==> config.mk <==
export PLATFORM = sky130hd
export DESIGN_NAME = converter_analog_config_regs
export DESIGN_NICKNAME = d
export VERILOG_FILES = /design/src/hdl/conv_cfg_pkg.sv /design/src/hdl/cfg_cell.sv /design/src/hdl/edge_position_capture.sv /design/src/hdl/converter_analog_config_regs.sv
export SDC_FILE = /design/constraint.sdc
export NUM_CORES = 1
export LEC_CHECK = 0
export ABC_CLOCK_PERIOD_IN_PS = 1330
export BUFFER_PORTS_ARGS = -buffer_cell sky130_fd_sc_hd__buf_2
export CELL_PAD_IN_SITES_DETAIL_PLACEMENT = 1
export CELL_PAD_IN_SITES_GLOBAL_PLACEMENT = 2
export CORE_MARGIN = 3
export CORE_UTILIZATION = 32
export CTS_BUF_LIST = sky130_fd_sc_hd__clkbuf_4 sky130_fd_sc_hd__clkbuf_8
export CTS_CLUSTER_SIZE = 8
export DETAILED_ROUTE_END_ITERATION = 8
export HOLD_SLACK_MARGIN = 0.06
export PLACE_DENSITY_LB_ADDON = 0.3
export SYNTH_ARGS = -nofsm -noshare
export SYNTH_HDL_FRONTEND = slang
export SYNTH_HIERARCHICAL = 1
export SYNTH_SLANG_ARGS = --single-unit
==> constraint.sdc <==
create_clock -name mclk_i -period 1.33 [get_ports mclk_i]
set_input_delay 0.1995 -clock mclk_i [delete_from_list [all_inputs] [get_ports mclk_i]]
set_output_delay 0.1995 -clock mclk_i [all_outputs]
set_load 0.02 [all_outputs]
==> src/hdl/conv_cfg_pkg.sv <==
// Notes on behaviour
// - 24-bit reference edge position status readable
// - Position word read-only, reads zero until captured
// - Input A range code, reset 0xA000
// - Input B range code, reset 0xA000
// - Bypass bit 0 selects supply rail reference
// - Timestamp bit 0 enables input receiver
// - Timestamp bit 1 selects PECL signalling
// - Level bits 2:0 drive all 16 lanes
// - Bit 3 adds pre-emphasis boost
package conv_cfg_pkg;

    localparam int unsigned ADDR_W = 10;
    localparam int unsigned DATA_W = 32;
    localparam int unsigned POS_W  = 24;
    localparam int unsigned CELL_W = 16;
    localparam int unsigned NUM_RW = 5;

    // Register indices; the byte address is four times the index
    localparam logic [ADDR_W-1:0] IDX_POS     = 10'h02C;
    localparam logic [ADDR_W-1:0] IDX_RANGE_A = 10'h030;
    localparam logic [ADDR_W-1:0] IDX_RANGE_B = 10'h032;
    localparam logic [ADDR_W-1:0] IDX_BYPASS  = 10'h038;
    localparam logic [ADDR_W-1:0] IDX_TSTAMP  = 10'h03B;
    localparam logic [ADDR_W-1:0] IDX_PREEMPH = 10'h048;

    localparam logic [ADDR_W-1:0] ADDR_POS = 10'(IDX_POS * 4);

    localparam int unsigned CELL_RANGE_A = 0;
    localparam int unsigned CELL_RANGE_B = 1;
    localparam int unsigned CELL_BYPASS  = 2;
    localparam int unsigned CELL_TSTAMP  = 3;
    localparam int unsigned CELL_PREEMPH = 4;

    localparam logic [ADDR_W-1:0] RW_ADDR [NUM_RW] = '{
        10'(IDX_RANGE_A * 4), 10'(IDX_RANGE_B * 4), 10'(IDX_BYPASS * 4),
        10'(IDX_TSTAMP * 4), 10'(IDX_PREEMPH * 4)};
    localparam int unsigned RW_WIDTH [NUM_RW] = '{16, 16, 8, 8, 8};
    localparam logic [CELL_W-1:0] RW_RESET [NUM_RW] = '{
        16'hA000, 16'hA000, 16'h0000, 16'h0000, 16'h0000};

    localparam logic [CELL_W-1:0] RANGE_MIN_REC = 16'h2000;

    localparam int unsigned BIT_BYPASS     = 0;
    localparam int unsigned BIT_TS_ENABLE  = 0;
    localparam int unsigned BIT_TS_PECL    = 1;
    localparam int unsigned BIT_PE_BOOST   = 3;
    localparam int unsigned PE_LEVEL_LSB   = 0;
    localparam int unsigned PE_LEVEL_W     = 3;
    localparam int unsigned NUM_LANES      = 16;

    typedef struct packed {
        logic [CELL_W-1:0]     input_a_range_code;
        logic [CELL_W-1:0]     input_b_range_code;
        logic                  reference_bypass_bit;
        logic                  timestamp_receiver_enable;
        logic                  timestamp_pecl_mode;
        logic [PE_LEVEL_W-1:0] lane_preemphasis_level;
        logic                  lane_preemphasis_boost;
    } analog_cfg_t;

    typedef struct packed {
        logic                  boost;
        logic [PE_LEVEL_W-1:0] level;
    } lane_pe_t;

endpackage

==> src/hdl/cfg_cell.sv <==
`timescale 1ns/100ps
`default_nettype none
module cfg_cell #(
    parameter int unsigned     W   = 8,
    parameter logic [W-1:0]    RST = '0
) (
    input  wire logic          mclk_i,
    input  wire logic          rst_n_i,
    input  wire logic          we_i,
    input  wire logic [W-1:0]  wd_i,
    output logic      [W-1:0]  q_o
);

    logic [W-1:0] val_q;

    // All bits, reserved ones too, hold what was written
    always_ff @(posedge mclk_i or negedge rst_n_i) begin
        if (!rst_n_i) begin
            val_q <= RST;
        end else if (we_i) begin
            val_q <= wd_i;
        end
    end

    assign q_o = val_q;

endmodule
`default_nettype wire

==> src/hdl/edge_position_capture.sv <==
`timescale 1ns/100ps
`default_nettype none
module edge_position_capture #(
    parameter int unsigned      W = 24
) (
    input  wire logic           mclk_i,
    input  wire logic           rst_n_i,
    input  wire logic           capture_i,
    input  wire logic [W-1:0]   position_i,
    output logic      [W-1:0]   position_o,
    output logic                valid_o
);

    logic [W-1:0] pos_q;
    logic         valid_q;

    // Only the detector loads the word; the bus has no path here
    always_ff @(posedge mclk_i or negedge rst_n_i) begin
        if (!rst_n_i) begin
            pos_q <= '0;
        end else if (capture_i) begin
            pos_q <= position_i;
        end
    end

    always_ff @(posedge mclk_i or negedge rst_n_i) begin
        if (!rst_n_i) begin
            valid_q <= 1'b0;
        end else if (capture_i) begin
            valid_q <= 1'b1;
        end
    end

    assign position_o = pos_q;
    assign valid_o    = valid_q;

endmodule
`default_nettype wire

==> src/hdl/converter_analog_config_regs.sv <==
`timescale 1ns/100ps
`default_nettype none
module converter_analog_config_regs #(
    parameter int unsigned LANES = conv_cfg_pkg::NUM_LANES
) (
    input  wire logic                               mclk_i,
    input  wire logic                               rst_n_i,
    input  wire logic [conv_cfg_pkg::ADDR_W-1:0]    addr_i,
    input  wire logic [conv_cfg_pkg::DATA_W-1:0]    wdata_i,
    input  wire logic                               wr_i,
    input  wire logic                               rd_i,
    output logic      [conv_cfg_pkg::DATA_W-1:0]    rdata_o,
    output logic                                    rvalid_o,
    input  wire logic                               edge_capture_i,
    input  wire logic [conv_cfg_pkg::POS_W-1:0]     edge_position_i,
    output logic                                    edge_position_valid_o,
    output conv_cfg_pkg::analog_cfg_t               cfg_o,
    output conv_cfg_pkg::lane_pe_t [LANES-1:0]      lane_pe_o,
    output logic                                    range_a_low_o,
    output logic                                    range_b_low_o
);

    logic [conv_cfg_pkg::CELL_W-1:0] cell_q [conv_cfg_pkg::NUM_RW];
    logic [conv_cfg_pkg::POS_W-1:0]  position;
    logic [conv_cfg_pkg::DATA_W-1:0] rdata_d;
    logic [conv_cfg_pkg::DATA_W-1:0] rdata_q;
    logic                            rvalid_q;
    logic                            pos_valid;

    // Capture word has no write path at all
    edge_position_capture #(
        .W          (conv_cfg_pkg::POS_W)
    ) u_capture (
        .mclk_i     (mclk_i),
        .rst_n_i    (rst_n_i),
        .capture_i  (edge_capture_i),
        .position_i (edge_position_i),
        .position_o (position),
        .valid_o    (pos_valid)
    );

    genvar g;
    generate
        for (g = 0; g < conv_cfg_pkg::NUM_RW; g++) begin : gen_cell
            localparam int unsigned W = conv_cfg_pkg::RW_WIDTH[g];
            logic [W-1:0] q;
            logic         we;
            assign we = wr_i && (addr_i == conv_cfg_pkg::RW_ADDR[g]);
            cfg_cell #(
                .W       (W),
                .RST     (W'(conv_cfg_pkg::RW_RESET[g]))
            ) u_cell (
                .mclk_i  (mclk_i),
                .rst_n_i (rst_n_i),
                .we_i    (we),
                .wd_i    (wdata_i[W-1:0]),
                .q_o     (q)
            );
            assign cell_q[g] = conv_cfg_pkg::CELL_W'(q);
        end
    endgenerate

    // Read mux; unmapped or misaligned addresses read zero
    always_comb begin
        rdata_d = '0;
        if (addr_i == conv_cfg_pkg::ADDR_POS) begin
            rdata_d = conv_cfg_pkg::DATA_W'(position);
        end
        for (int i = 0; i < conv_cfg_pkg::NUM_RW; i++) begin
            if (addr_i == conv_cfg_pkg::RW_ADDR[i]) begin
                rdata_d = conv_cfg_pkg::DATA_W'(cell_q[i]);
            end
        end
    end

    // Read data stand only in the cycle after the strobe
    always_ff @(posedge mclk_i or negedge rst_n_i) begin
        if (!rst_n_i) begin
            rdata_q <= '0;
        end else if (rd_i) begin
            rdata_q <= rdata_d;
        end else begin
            rdata_q <= '0;
        end
    end

    always_ff @(posedge mclk_i or negedge rst_n_i) begin
        if (!rst_n_i) begin
            rvalid_q <= 1'b0;
        end else begin
            rvalid_q <= rd_i;
        end
    end

    assign rdata_o  = rdata_q;
    assign rvalid_o = rvalid_q;
    assign edge_position_valid_o = pos_valid;

    // Settings fan out to the analog side
    always_comb begin
        cfg_o.input_a_range_code = cell_q[conv_cfg_pkg::CELL_RANGE_A];
        cfg_o.input_b_range_code = cell_q[conv_cfg_pkg::CELL_RANGE_B];
        cfg_o.reference_bypass_bit =
            cell_q[conv_cfg_pkg::CELL_BYPASS][conv_cfg_pkg::BIT_BYPASS];
        cfg_o.timestamp_receiver_enable =
            cell_q[conv_cfg_pkg::CELL_TSTAMP][conv_cfg_pkg::BIT_TS_ENABLE];
        cfg_o.timestamp_pecl_mode =
            cell_q[conv_cfg_pkg::CELL_TSTAMP][conv_cfg_pkg::BIT_TS_PECL];
        cfg_o.lane_preemphasis_level = cell_q[conv_cfg_pkg::CELL_PREEMPH]
            [conv_cfg_pkg::PE_LEVEL_LSB +: conv_cfg_pkg::PE_LEVEL_W];
        cfg_o.lane_preemphasis_boost =
            cell_q[conv_cfg_pkg::CELL_PREEMPH][conv_cfg_pkg::BIT_PE_BOOST];
    end

    // One shared setting copied to every lane
    generate
        for (g = 0; g < LANES; g++) begin : gen_lane
            assign lane_pe_o[g].level = cfg_o.lane_preemphasis_level;
            assign lane_pe_o[g].boost = cfg_o.lane_preemphasis_boost;
        end
    endgenerate

    // Flags a range code below the recommended minimum
    assign range_a_low_o = cell_q[conv_cfg_pkg::CELL_RANGE_A] < conv_cfg_pkg::RANGE_MIN_REC;
    assign range_b_low_o = cell_q[conv_cfg_pkg::CELL_RANGE_B] < conv_cfg_pkg::RANGE_MIN_REC;

endmodule
`default_nettype wire

==> run metrics, run 1 <==
outcome finished, violations left; violations in the final reports setup timing; number of buffers created by CTS 9; cell-by-cell trace of the critical path buf_6, or3_4, or3_4, nor4_4, buf_6, buf_12, mux2_4; path type of the worst setup path in -> reg; total gr overflow 0; most common cell after layout, fill and taps aside sky130_fd_sc_hd__buf_2; # rows 47; Yosys reg bits 106; Routed wire per std cell 20.3 um; cell taking the most area after synthesis sky130_fd_sc_hd__dfrtp_1; DIE AREA 0.0193 mm^2; Critical Path Start Type primary input; number of buffers added on ports 185; count of pins over their slew limit 0; number of cells after detailed placement 805; detailed placement HPWL 12200 um; multi-input logic area 0.00252 mm^2; transition time of the tightest slew-check pin 0.509 ns; number of antenna violations at the first check in global routing 0; Root Buffer sky130_fd_sc_hd__clkbuf_8; number of standard cells after synthesis 454; final setup fails 77; leading cell types in the layout, fill and taps excluded 136 x sky130_fd_sc_hd__buf_2, 98 x sky130_fd_sc_hd__dfrtp_1, 75 x sky130_fd_sc_hd__mux2_4, 62 x sky130_fd_sc_hd__buf_6, 47 x sky130_fd_sc_hd__buf_4; ANT nets after route 0; die width 139 um; final weighted congestion in routability-driven placement 0.816; Hold Path Class in -> reg; setup repair after global routing missed its margin true; Design Area, Final 0.00809 mm^2; final worst clock skew 0.00615 ns; kind of cell with the highest combined delay on the critical path simple AND/OR/NAND/NOR gates; Sink Count 106; first-pass GRT wire length 27900 um; Total Wirelength 17900 um; fraction of the cycle the final worst path needs 122%; initial cell density of the core 33.3%; TritonCTS clock tree yes; Max clock buf depth 2; Final Hold Fails 0; final worst path period need 1.62 ns; count of buffer and inverter cells on the critical path 3; sequential share of the synthesized area 47.1%; slowest cell on the critical path sky130_fd_sc_hd__or3_4; post-route insts no fill 884; Lkg Pwr 0.00404 uW; Ports 210; Worst-Skew Late Latency 0.39 ns; overall fraction of global-route tracks in use 18.3%; die height 139 um; pwr dens 810 mW/mm^2; crit path setup slack, layout -0.286 ns; Syn Area/Cell 12.4 um^2; drt drc 0; maximum net fanout on the critical path 8; layout-stage area growth over the synthesis result 43.3%; highest clock frequency the design can meet 0.619 GHz; via count of the first global-routing pass 4791; DRC violation total after the first TritonRoute iteration 214; DRT Pass-1 Iters 5; Syn Std Cell Area 0.00565 mm^2; clock-pin slew on the worst setup and hold paths 0.10 ns; largest cells by area after synthesis sky130_fd_sc_hd__dfrtp_1 45%, sky130_fd_sc_hd__mux2_4 17%, sky130_fd_sc_hd__buf_4 9.6%; Max-cap violations 0; placed cell areas 0.00667 mm^2; vias after detailed routing 4354; end-of-flow core utilization 47.8%; required time of the critical path 1.61 ns; normalized max-slew margin 66.1%; pin count of the biggest net entering global routing 40; overall power after layout 6550 uW; type of destination of the critical path register; number of fillers in the final layout 1805; area of the core region 0.0169 mm^2; area share of the largest cell type after synthesis 45.2%; total number of yosys warnings 6; fraction of layout cells with a size suffix above 1 61.1%; CTS HTree Levels 3; fin nets 730; register-to-register setup slack 0.05 ns; biggest cell delay along the critical path 0.40 ns; arrival time of data at the critical path endpoint 1.90 ns; storage element area 0.00266 mm^2; Synth cell types 42; final antenna diode count 0; worst IR drop on VDD 0.000542 V; number of vias per cell 4.93
-- worst register-to-register path: stages (launching register included) --
cell	delay [ns]
sky130_fd_sc_hd__dfrtp_1	0.37
sky130_fd_sc_hd__inv_1	0.08
sky130_fd_sc_hd__nor4_1	0.38
sky130_fd_sc_hd__buf_4	0.18
sky130_fd_sc_hd__o32ai_2	0.09
sky130_fd_sc_hd__a21oi_1	0.13
-- metrics by stage --
stage	setup TNS, ns	hold WS [ns]	setup slack, ns
after global routing	-15.84	0.115	-0.297
after global placement	-42.89	0.0384	-0.715
after floorplan	-37.50	-0.0961	-0.764
after detailed placement	-44.86	0.0369	-0.752
final	-12.39	0.120	-0.286
after CTS	-10.95	0.0996	-0.264
-- layout make-up --
cell class / count / share of cell area, %
sequential: 106 / 32.9
multi-input combinational: 233 / 31.2
timing repair buffer: 292 / 29.0
tap: 220 / 3.40
clock buffer: 11 / 1.87
clock inverter: 5 / 0.835
inverter: 17 / 0.789
-- flip-flops by register name (all words and copies together), names as in the netlist --
register	count
u_capture/valid_o	1
rdata_o	24
u_capture/position_o	24
gen_cell.u_cell/q_o	56
rvalid_o	1
-- layer usage --
| metal | up-vias | track usage (%) | part of all wire [%] |
|---|---|---|---|
| li1 | 1962 | - | - |
| met1 | 2227 | 23.6 | 43 |
| met2 | 144 | 31.3 | 51 |
| met3 | 21 | 2.48 | 3.9 |
| met4 | 0 | 6.75 | 1.9 |
| met5 | - | 0 | 0 |
-- worst paths after layout --
| check | start | end | depth (start not counted) |
|---|---|---|---|
| max | addr_i[9] | gen_cell[0].u_cell/q_o[8] | 7 |
| min | wdata_i[3] | gen_cell[0].u_cell/q_o[3] | 2 |
| max reg2reg | u_capture/position_o[0] | rdata_o[0] | 5 |
| min reg2reg | u_capture/valid_o | u_capture/valid_o | 1 |
| max in group asynchronous | rst_n_i | gen_cell[4].u_cell/q_o[0] | 3 |
| min in group asynchronous | rst_n_i | gen_cell[0].u_cell/q_o[14] | 2 |
-- cells in the mapped netlist --
| library cell | number |
|---|---|
| sky130_fd_sc_hd__o32ai_1 | 8 |
| sky130_fd_sc_hd__buf_12 | 4 |
| sky130_fd_sc_hd__nor2_1 | 11 |
| sky130_fd_sc_hd__o221a_4 | 1 |
| sky130_fd_sc_hd__and3b_1 | 1 |
| sky130_fd_sc_hd__dfstp_2 | 4 |
| sky130_fd_sc_hd__inv_1 | 17 |
| sky130_fd_sc_hd__buf_4 | 72 |
| sky130_fd_sc_hd__nand4bb_1 | 2 |
| sky130_fd_sc_hd__nor4b_4 | 1 |
| sky130_fd_sc_hd__or2_1 | 1 |
| sky130_fd_sc_hd__or4_1 | 1 |
| sky130_fd_sc_hd__dfrtp_1 | 102 |
| sky130_fd_sc_hd__buf_6 | 9 |
| sky130_fd_sc_hd__a211oi_1 | 8 |
| sky130_fd_sc_hd__nand2b_1 | 1 |
| sky130_fd_sc_hd__nor3_2 | 2 |
| sky130_fd_sc_hd__nor4_1 | 25 |
| sky130_fd_sc_hd__clkbuf_1 | 11 |
| sky130_fd_sc_hd__nor3_1 | 4 |
| sky130_fd_sc_hd__o21ai_0 | 16 |
| sky130_fd_sc_hd__or2_4 | 1 |
| sky130_fd_sc_hd__a21oi_1 | 8 |
| sky130_fd_sc_hd__and2_1 | 1 |
| sky130_fd_sc_hd__buf_2 | 5 |
| sky130_fd_sc_hd__or2_2 | 1 |
| sky130_fd_sc_hd__buf_1 | 4 |
| sky130_fd_sc_hd__conb_1 | 1 |
| sky130_fd_sc_hd__and3_1 | 17 |
| sky130_fd_sc_hd__a32oi_1 | 1 |
| sky130_fd_sc_hd__or3_1 | 2 |
| sky130_fd_sc_hd__or3_4 | 1 |
| sky130_fd_sc_hd__and4b_1 | 1 |
| sky130_fd_sc_hd__nand4b_1 | 2 |
| sky130_fd_sc_hd__mux2_2 | 17 |
| sky130_fd_sc_hd__o21ai_1 | 8 |
| sky130_fd_sc_hd__o221ai_2 | 1 |
| sky130_fd_sc_hd__nor4b_1 | 1 |
| sky130_fd_sc_hd__nand2_1 | 2 |
| sky130_fd_sc_hd__nand3b_1 | 8 |
| sky130_fd_sc_hd__mux2_4 | 63 |
| sky130_fd_sc_hd__a222oi_1 | 8 |
-- logic make-up after synthesis --
kind of cell	synth area share [%]
flip-flops	47.1
AND/OR/NAND/NOR	10.1
buffers and inverters	15.4
other	0.0664
AO/OA/AOI/OAI	7.33
multiplexers	20.1
-- report_power, final --
part | leakage, uW | internal, uW | switching, uW
sequential | 0.00140 | 3320 | 65.4
combinational | 0.00254 | 459 | 488
clock | 0.000112 | 1000 | 1220
total | 0.00404 | 4780 | 1770
-- what timing repair did --
action,CTS,global route
resized for setup,60,103
cloned,2,4
setup buffers,17,7
endpoints found under the hold margin,147,0
pin swaps,10,6
hold buffers,34,0
endpoints found under the setup margin,148,157
(Power assumes the default switching activity.)
==> run 2, diff against run 1 <==
--- a/config.mk
+++ b/config.mk
@@ -18,2 +18,3 @@
 export PLACE_DENSITY_LB_ADDON = 0.3
+export RECOVER_POWER = 50
 export SYNTH_ARGS = -nofsm -noshare
--- a/constraint.sdc
+++ b/constraint.sdc
@@ -3,2 +3,2 @@
 set_output_delay 0.1995 -clock mclk_i [all_outputs]
-set_load 0.02 [all_outputs]
+set_load 0.05 [all_outputs]
==> run 2 against run 1 <==
  * The run still ends with setup timing left
  * Cell count down 0.11%
  * Highest routed layer unchanged
  * First-iteration DRC count is 7.5% higher
  * Final area increased by 3.7%
  * Largest power group unchanged
  * Global-route usage rose by 0.40 points
  * Fmax increased by 2.6%
  * Setup slack improved by 0.041 ns
==> run metrics, run 2 (synthesized netlist as in run 1, its figures left out) <==
DIE AREA 0.0193 mm^2; Final Hold Fails 0; biggest cell delay along the critical path 0.59 ns; # rows 47; slowest cell on the critical path sky130_fd_sc_hd__or4_4; number of antenna violations at the first check in global routing 0; via count of the first global-routing pass 4833; arrival time of data at the critical path endpoint 1.85 ns; register-to-register setup slack 0.02 ns; Setup crit start addr_i[9]; total gr overflow 0; worst slack at placement -0.700 ns; number of buffers added on ports 185; Routed wire per std cell 20.4 um; end-of-flow core utilization 49.5%; outcome finished, violations left; Lkg Pwr 0.00402 uW; kind of cell with the highest combined delay on the critical path simple AND/OR/NAND/NOR gates; number of cells after detailed placement 811; Total Wirelength 18000 um; Worst R2R End rdata_o[4]; highest clock frequency the design can meet 0.635 GHz; drt drc 0; TritonCTS clock tree yes; Root Buffer sky130_fd_sc_hd__clkbuf_8; required time of the critical path 1.61 ns; final antenna diode count 0; Critical Path Start Type primary input; count of pins over their slew limit 0; hold path endpoint gen_cell[0].u_cell/q_o[0]; max FFs per register 56; type of destination of the critical path register; first-pass GRT wire length 28400 um; layout-stage area growth over the synthesis result 48.5%; vias after detailed routing 4299; fraction of the cycle the final worst path needs 118%; setup repair after global routing missed its margin true; DRC violation total after the first TritonRoute iteration 230; CTS HTree Levels 3; most common cell after layout, fill and taps aside sky130_fd_sc_hd__dfrtp_1; final setup fails 130; Hold WS 0.136 ns; leading cell types in the layout, fill and taps excluded 96 x sky130_fd_sc_hd__dfrtp_1, 88 x sky130_fd_sc_hd__buf_2, 63 x sky130_fd_sc_hd__mux2_4, 62 x sky130_fd_sc_hd__buf_6, 43 x sky130_fd_sc_hd__buf_4; pin count of the biggest net entering global routing 37; fraction of layout cells with a size suffix above 1 60.3%; die height 139 um; Worst-Skew Late Latency 0.39 ns; fin nets 729; count of buffer and inverter cells on the critical path 2; source of the worst register-to-register timing path u_capture/position_o[4]; transition time of the tightest slew-check pin 0.654 ns; crit path setup slack, layout -0.245 ns; maximum net fanout on the critical path 8; ANT nets after route 0; initial cell density of the core 33.3%; final worst clock skew 0.00627 ns; Worst Min Path Start wdata_i[0]; cell-by-cell trace of the critical path buf_8, or4_4, nor4b_4, and2_4, buf_12, mux2_4; pwr dens 777 mW/mm^2; violations in the final reports setup timing; Design Area, Final 0.00839 mm^2; path type of the worst setup path in -> reg; Max clock buf depth 2; worst IR drop on VDD 0.000545 V; overall fraction of global-route tracks in use 18.7%; number of buffers created by CTS 9; depth of the worst register-to-register path 5; normalized max-slew margin 56.4%; Hold Path Class in -> reg; number of vias per cell 4.87; area of the core region 0.0169 mm^2; placed cell areas 0.00674 mm^2; clock-pin slew on the worst setup and hold paths 0.10 ns; WHS Path Cells 2; final weighted congestion in routability-driven placement 0.802; die width 139 um; Ports 210; DRT Pass-1 Iters 4; detailed placement HPWL 12400 um; Max-cap violations 0; post-route insts no fill 883; final worst path period need 1.58 ns; Sink Count 106
## run 2: power breakdown
group          switching, uW  internal [uW]
clock network           1200            824
logic                    641            468
registers               63.4           3320
total                   1910           4620
## run 2: area by class of cell
class                           count  area, um^2
Clock inverter                      4        32.5
Timing Repair Buffer              291        2670
Sequential cell                   106        2670
Fill cell                        1773        8550
Inverter                           17        63.8
Clock buffer                       12         159
Multi-Input combinational cell    233        2530
Tap cell                          220         275
## run 2: worst max-delay path by stage
stage	to	cells past startpoint
floorplan	gen_cell[1].u_cell/q_o[10]	7
global route	gen_cell[1].u_cell/q_o[2]	6
global placement	gen_cell[1].u_cell/q_o[3]	6
detailed placement	gen_cell[1].u_cell/q_o[3]	6
finish	gen_cell[1].u_cell/q_o[0]	6
CTS	gen_cell[1].u_cell/q_o[11]	6
## run 2: worst register-to-register path, delay by kind of cell, from the launching register on
family,cells,cell delay (ns)
AO/OA/AOI/OAI,2,0.51
flip-flops,1,0.39
AND/OR/NAND/NOR,1,0.05
buffers and inverters,2,0.23
## run 2: what timing repair did
action                                 CTS  global route
hold buffers                            33             0
resized for setup                      222            61
buffers inserted                        19             5
endpoints found under the hold margin  144             0
setup endpoints to repair              149           171
pin swaps                               21             9
## run 2: layer usage
metal / global-route usage, % / part of all wire, % / vias up
met3: 2.79 / 4.5 / 20
li1: - / - / 1955
met2: 32.4 / 52 / 126
met5: 0 / 0 / -
met1: 24.0 / 41 / 2198
met4: 6.02 / 1.8 / 0
## run 2: per-stage QoR
step	power (uW)	TNS, ns
5_1_grt	6830	-14.60
3_3_place_gp	4350	-42.84
4_1_cts	6590	-10.50
2_1_floorplan	4060	-37.51
6_report	6520	-11.00
3_5_place_dp	4380	-44.56
==> run 3, diff against run 2 <==
- REMOVE_ABC_BUFFERS: not set -> 1
==> run 3 against run 2 <==
  * Via count rose by 1.7%
  * Non-clock buffer count down 3
  * Global-route usage hardly changed
  * Highest routed layer unchanged
  * Clock skew increased by 0.0038 ns
  * Combinational power about the same
  * The flow still finishes with violations (setup timing)
  * Sequential cell count is the same
==> run metrics, run 3 (synthesized netlist as in run 1, its figures left out) <==
overall fraction of global-route tracks in use 18.7%; max FFs per register 56; Sink Count 106; DIE AREA 0.0193 mm^2; Final Hold Fails 0; ANT nets after route 0; die height 139 um; Gate power share 16.5%; number of buffers created by CTS 9; end-of-flow core utilization 49.8%; Total Wirelength 18400 um; fin nets 726; reported net switching power 1860 uW; detailed placement HPWL 12400 um; normalized max-slew margin 46.7%; fraction of the cycle the final worst path needs 122%; path type of the worst setup path in -> reg; number of antenna violations at the first check in global routing 0; source of the worst register-to-register timing path gen_cell[2].u_cell/q_o[4]; total gr overflow 0; Worst Min Path Start wdata_i[13]; Lkg Pwr 0.00403 uW; Root Buffer sky130_fd_sc_hd__clkbuf_8; register-to-register setup slack 0.10 ns; final worst clock skew 0.0101 ns; Seq pwr share 50.5%; Critical Path Start Type primary input; vias after detailed routing 4370; DRT Pass-1 Iters 5; Max-cap violations 0; arrival time of data at the critical path endpoint 1.89 ns; depth of the worst register-to-register path 4; Worst R2R End rdata_o[4]; fraction of layout cells with a size suffix above 1 62.4%; initial cell density of the core 33.3%; crit path setup slack, layout -0.292 ns; drt drc 0; CTS HTree Levels 3; area of the core region 0.0169 mm^2; setup repair after global routing missed its margin true; final setup fails 137; highest clock frequency the design can meet 0.617 GHz; pwr dens 796 mW/mm^2; outcome finished, violations left; via count of the first global-routing pass 4826; Max clock buf depth 2; relative contribution of the clock network to total power 33.0%; most common cell after layout, fill and taps aside sky130_fd_sc_hd__dfrtp_1; TritonCTS clock tree yes; type of destination of the critical path register; placed cell areas 0.00655 mm^2; violations in the final reports setup timing; Design Area, Final 0.00843 mm^2; # rows 47; DRC violation total after the first TritonRoute iteration 235; pin count of the biggest net entering global routing 37; Routed wire per std cell 20.9 um; worst IR drop on VDD 0.000632 V; clock-pin slew on the worst setup and hold paths 0.10 ns; hold path endpoint gen_cell[1].u_cell/q_o[13]; layout-stage area growth over the synthesis result 49.2%; Setup TNS -12.35 ns; leading cell types in the layout, fill and taps excluded 98 x sky130_fd_sc_hd__dfrtp_1, 95 x sky130_fd_sc_hd__buf_2, 66 x sky130_fd_sc_hd__mux2_4, 51 x sky130_fd_sc_hd__buf_6, 47 x sky130_fd_sc_hd__buf_4; required time of the critical path 1.60 ns; switching power as a share of total power 27.7%; Hold Path Class in -> reg; final antenna diode count 0; final weighted congestion in routability-driven placement 0.810; transition time of the tightest slew-check pin 0.800 ns; final worst path period need 1.62 ns; Ports 210; die width 139 um; first-pass GRT wire length 28600 um; count of pins over their slew limit 0; Worst-Skew Late Latency 0.38 ns; number of vias per cell 4.97; WHS Path Cells 2; Hold WS 0.0786 ns; number of buffers added on ports 185; Int Pwr 4850 uW; maximum net fanout on the critical path 6
## run 3: cell type report
| class | instances | area, um^2 |
|---|---|---|
| multi-input combinational | 233 | 2530 |
| timing repair buffer | 288 | 2680 |
| clock inverter | 7 | 92.6 |
| clock buffer | 9 | 124 |
| fill | 1742 | 8510 |
| inverter | 17 | 63.8 |
| sequential | 106 | 2660 |
| tap | 220 | 275 |
## run 3: critical path, stage by stage
cell,delay [ns]
sky130_fd_sc_hd__buf_6,0.10
sky130_fd_sc_hd__or3_4,0.38
sky130_fd_sc_hd__or3_4,0.40
sky130_fd_sc_hd__nor4_4,0.17
sky130_fd_sc_hd__buf_4,0.19
sky130_fd_sc_hd__buf_8,0.14
sky130_fd_sc_hd__mux2_4,0.30
## run 3: what timing repair did
item / in CTS / in global routing
hold buffers: 25 / 0
endpoints found under the setup margin: 155 / 162
hold endpoints to repair: 115 / 0
setup buffers: 19 / 5
gates resized for setup: 251 / 90
cloned: 1 / 1
pin swaps: 23 / 13
## run 3: worst max-delay path by stage
stage | slack, ns | from | cells after the start | to
5_1_grt | -0.30 | addr_i[1] | 7 | gen_cell[0].u_cell/q_o[5]
3_3_place_gp | -0.78 | addr_i[1] | 6 | gen_cell[1].u_cell/q_o[3]
2_1_floorplan | -4.82 | gen_cell[4].u_cell/q_o[0] | 1 | gen_cell[4].u_cell/q_o[0]
6_report | -0.29 | addr_i[1] | 7 | gen_cell[0].u_cell/q_o[11]
3_5_place_dp | -0.85 | addr_i[1] | 6 | gen_cell[1].u_cell/q_o[0]
4_1_cts | -0.24 | addr_i[1] | 7 | gen_cell[0].u_cell/q_o[9]
## run 3: power by group through the flow
stage	clock network [uW]	logic [uW]	registers [uW]
floorplan	0	296	3610
global placement	0	896	3450
detailed placement	0	908	3450
CTS	2280	1100	3390
global route	2440	1180	3410
finish	2210	1110	3390
## run 3: metal layers
layer | track usage, % | share of wire [%] | up-vias
met5 | 0 | 0 | -
met4 | 4.53 | 1.2 | 0
met3 | 3.86 | 6.7 | 16
met2 | 30.5 | 49 | 186
met1 | 25.6 | 43 | 2209
li1 | - | - | 1959
## run 3: stage by stage
step / total power, uW / worst slack (ns) / instances
global placement: 4340 / -0.778 / 815
finish: 6710 / -0.292 / 880
floorplan: 3900 / -4.82 / 356
detailed placement: 4360 / -0.848 / 815
CTS: 6770 / -0.243 / 876
global route: 7020 / -0.295 / 880
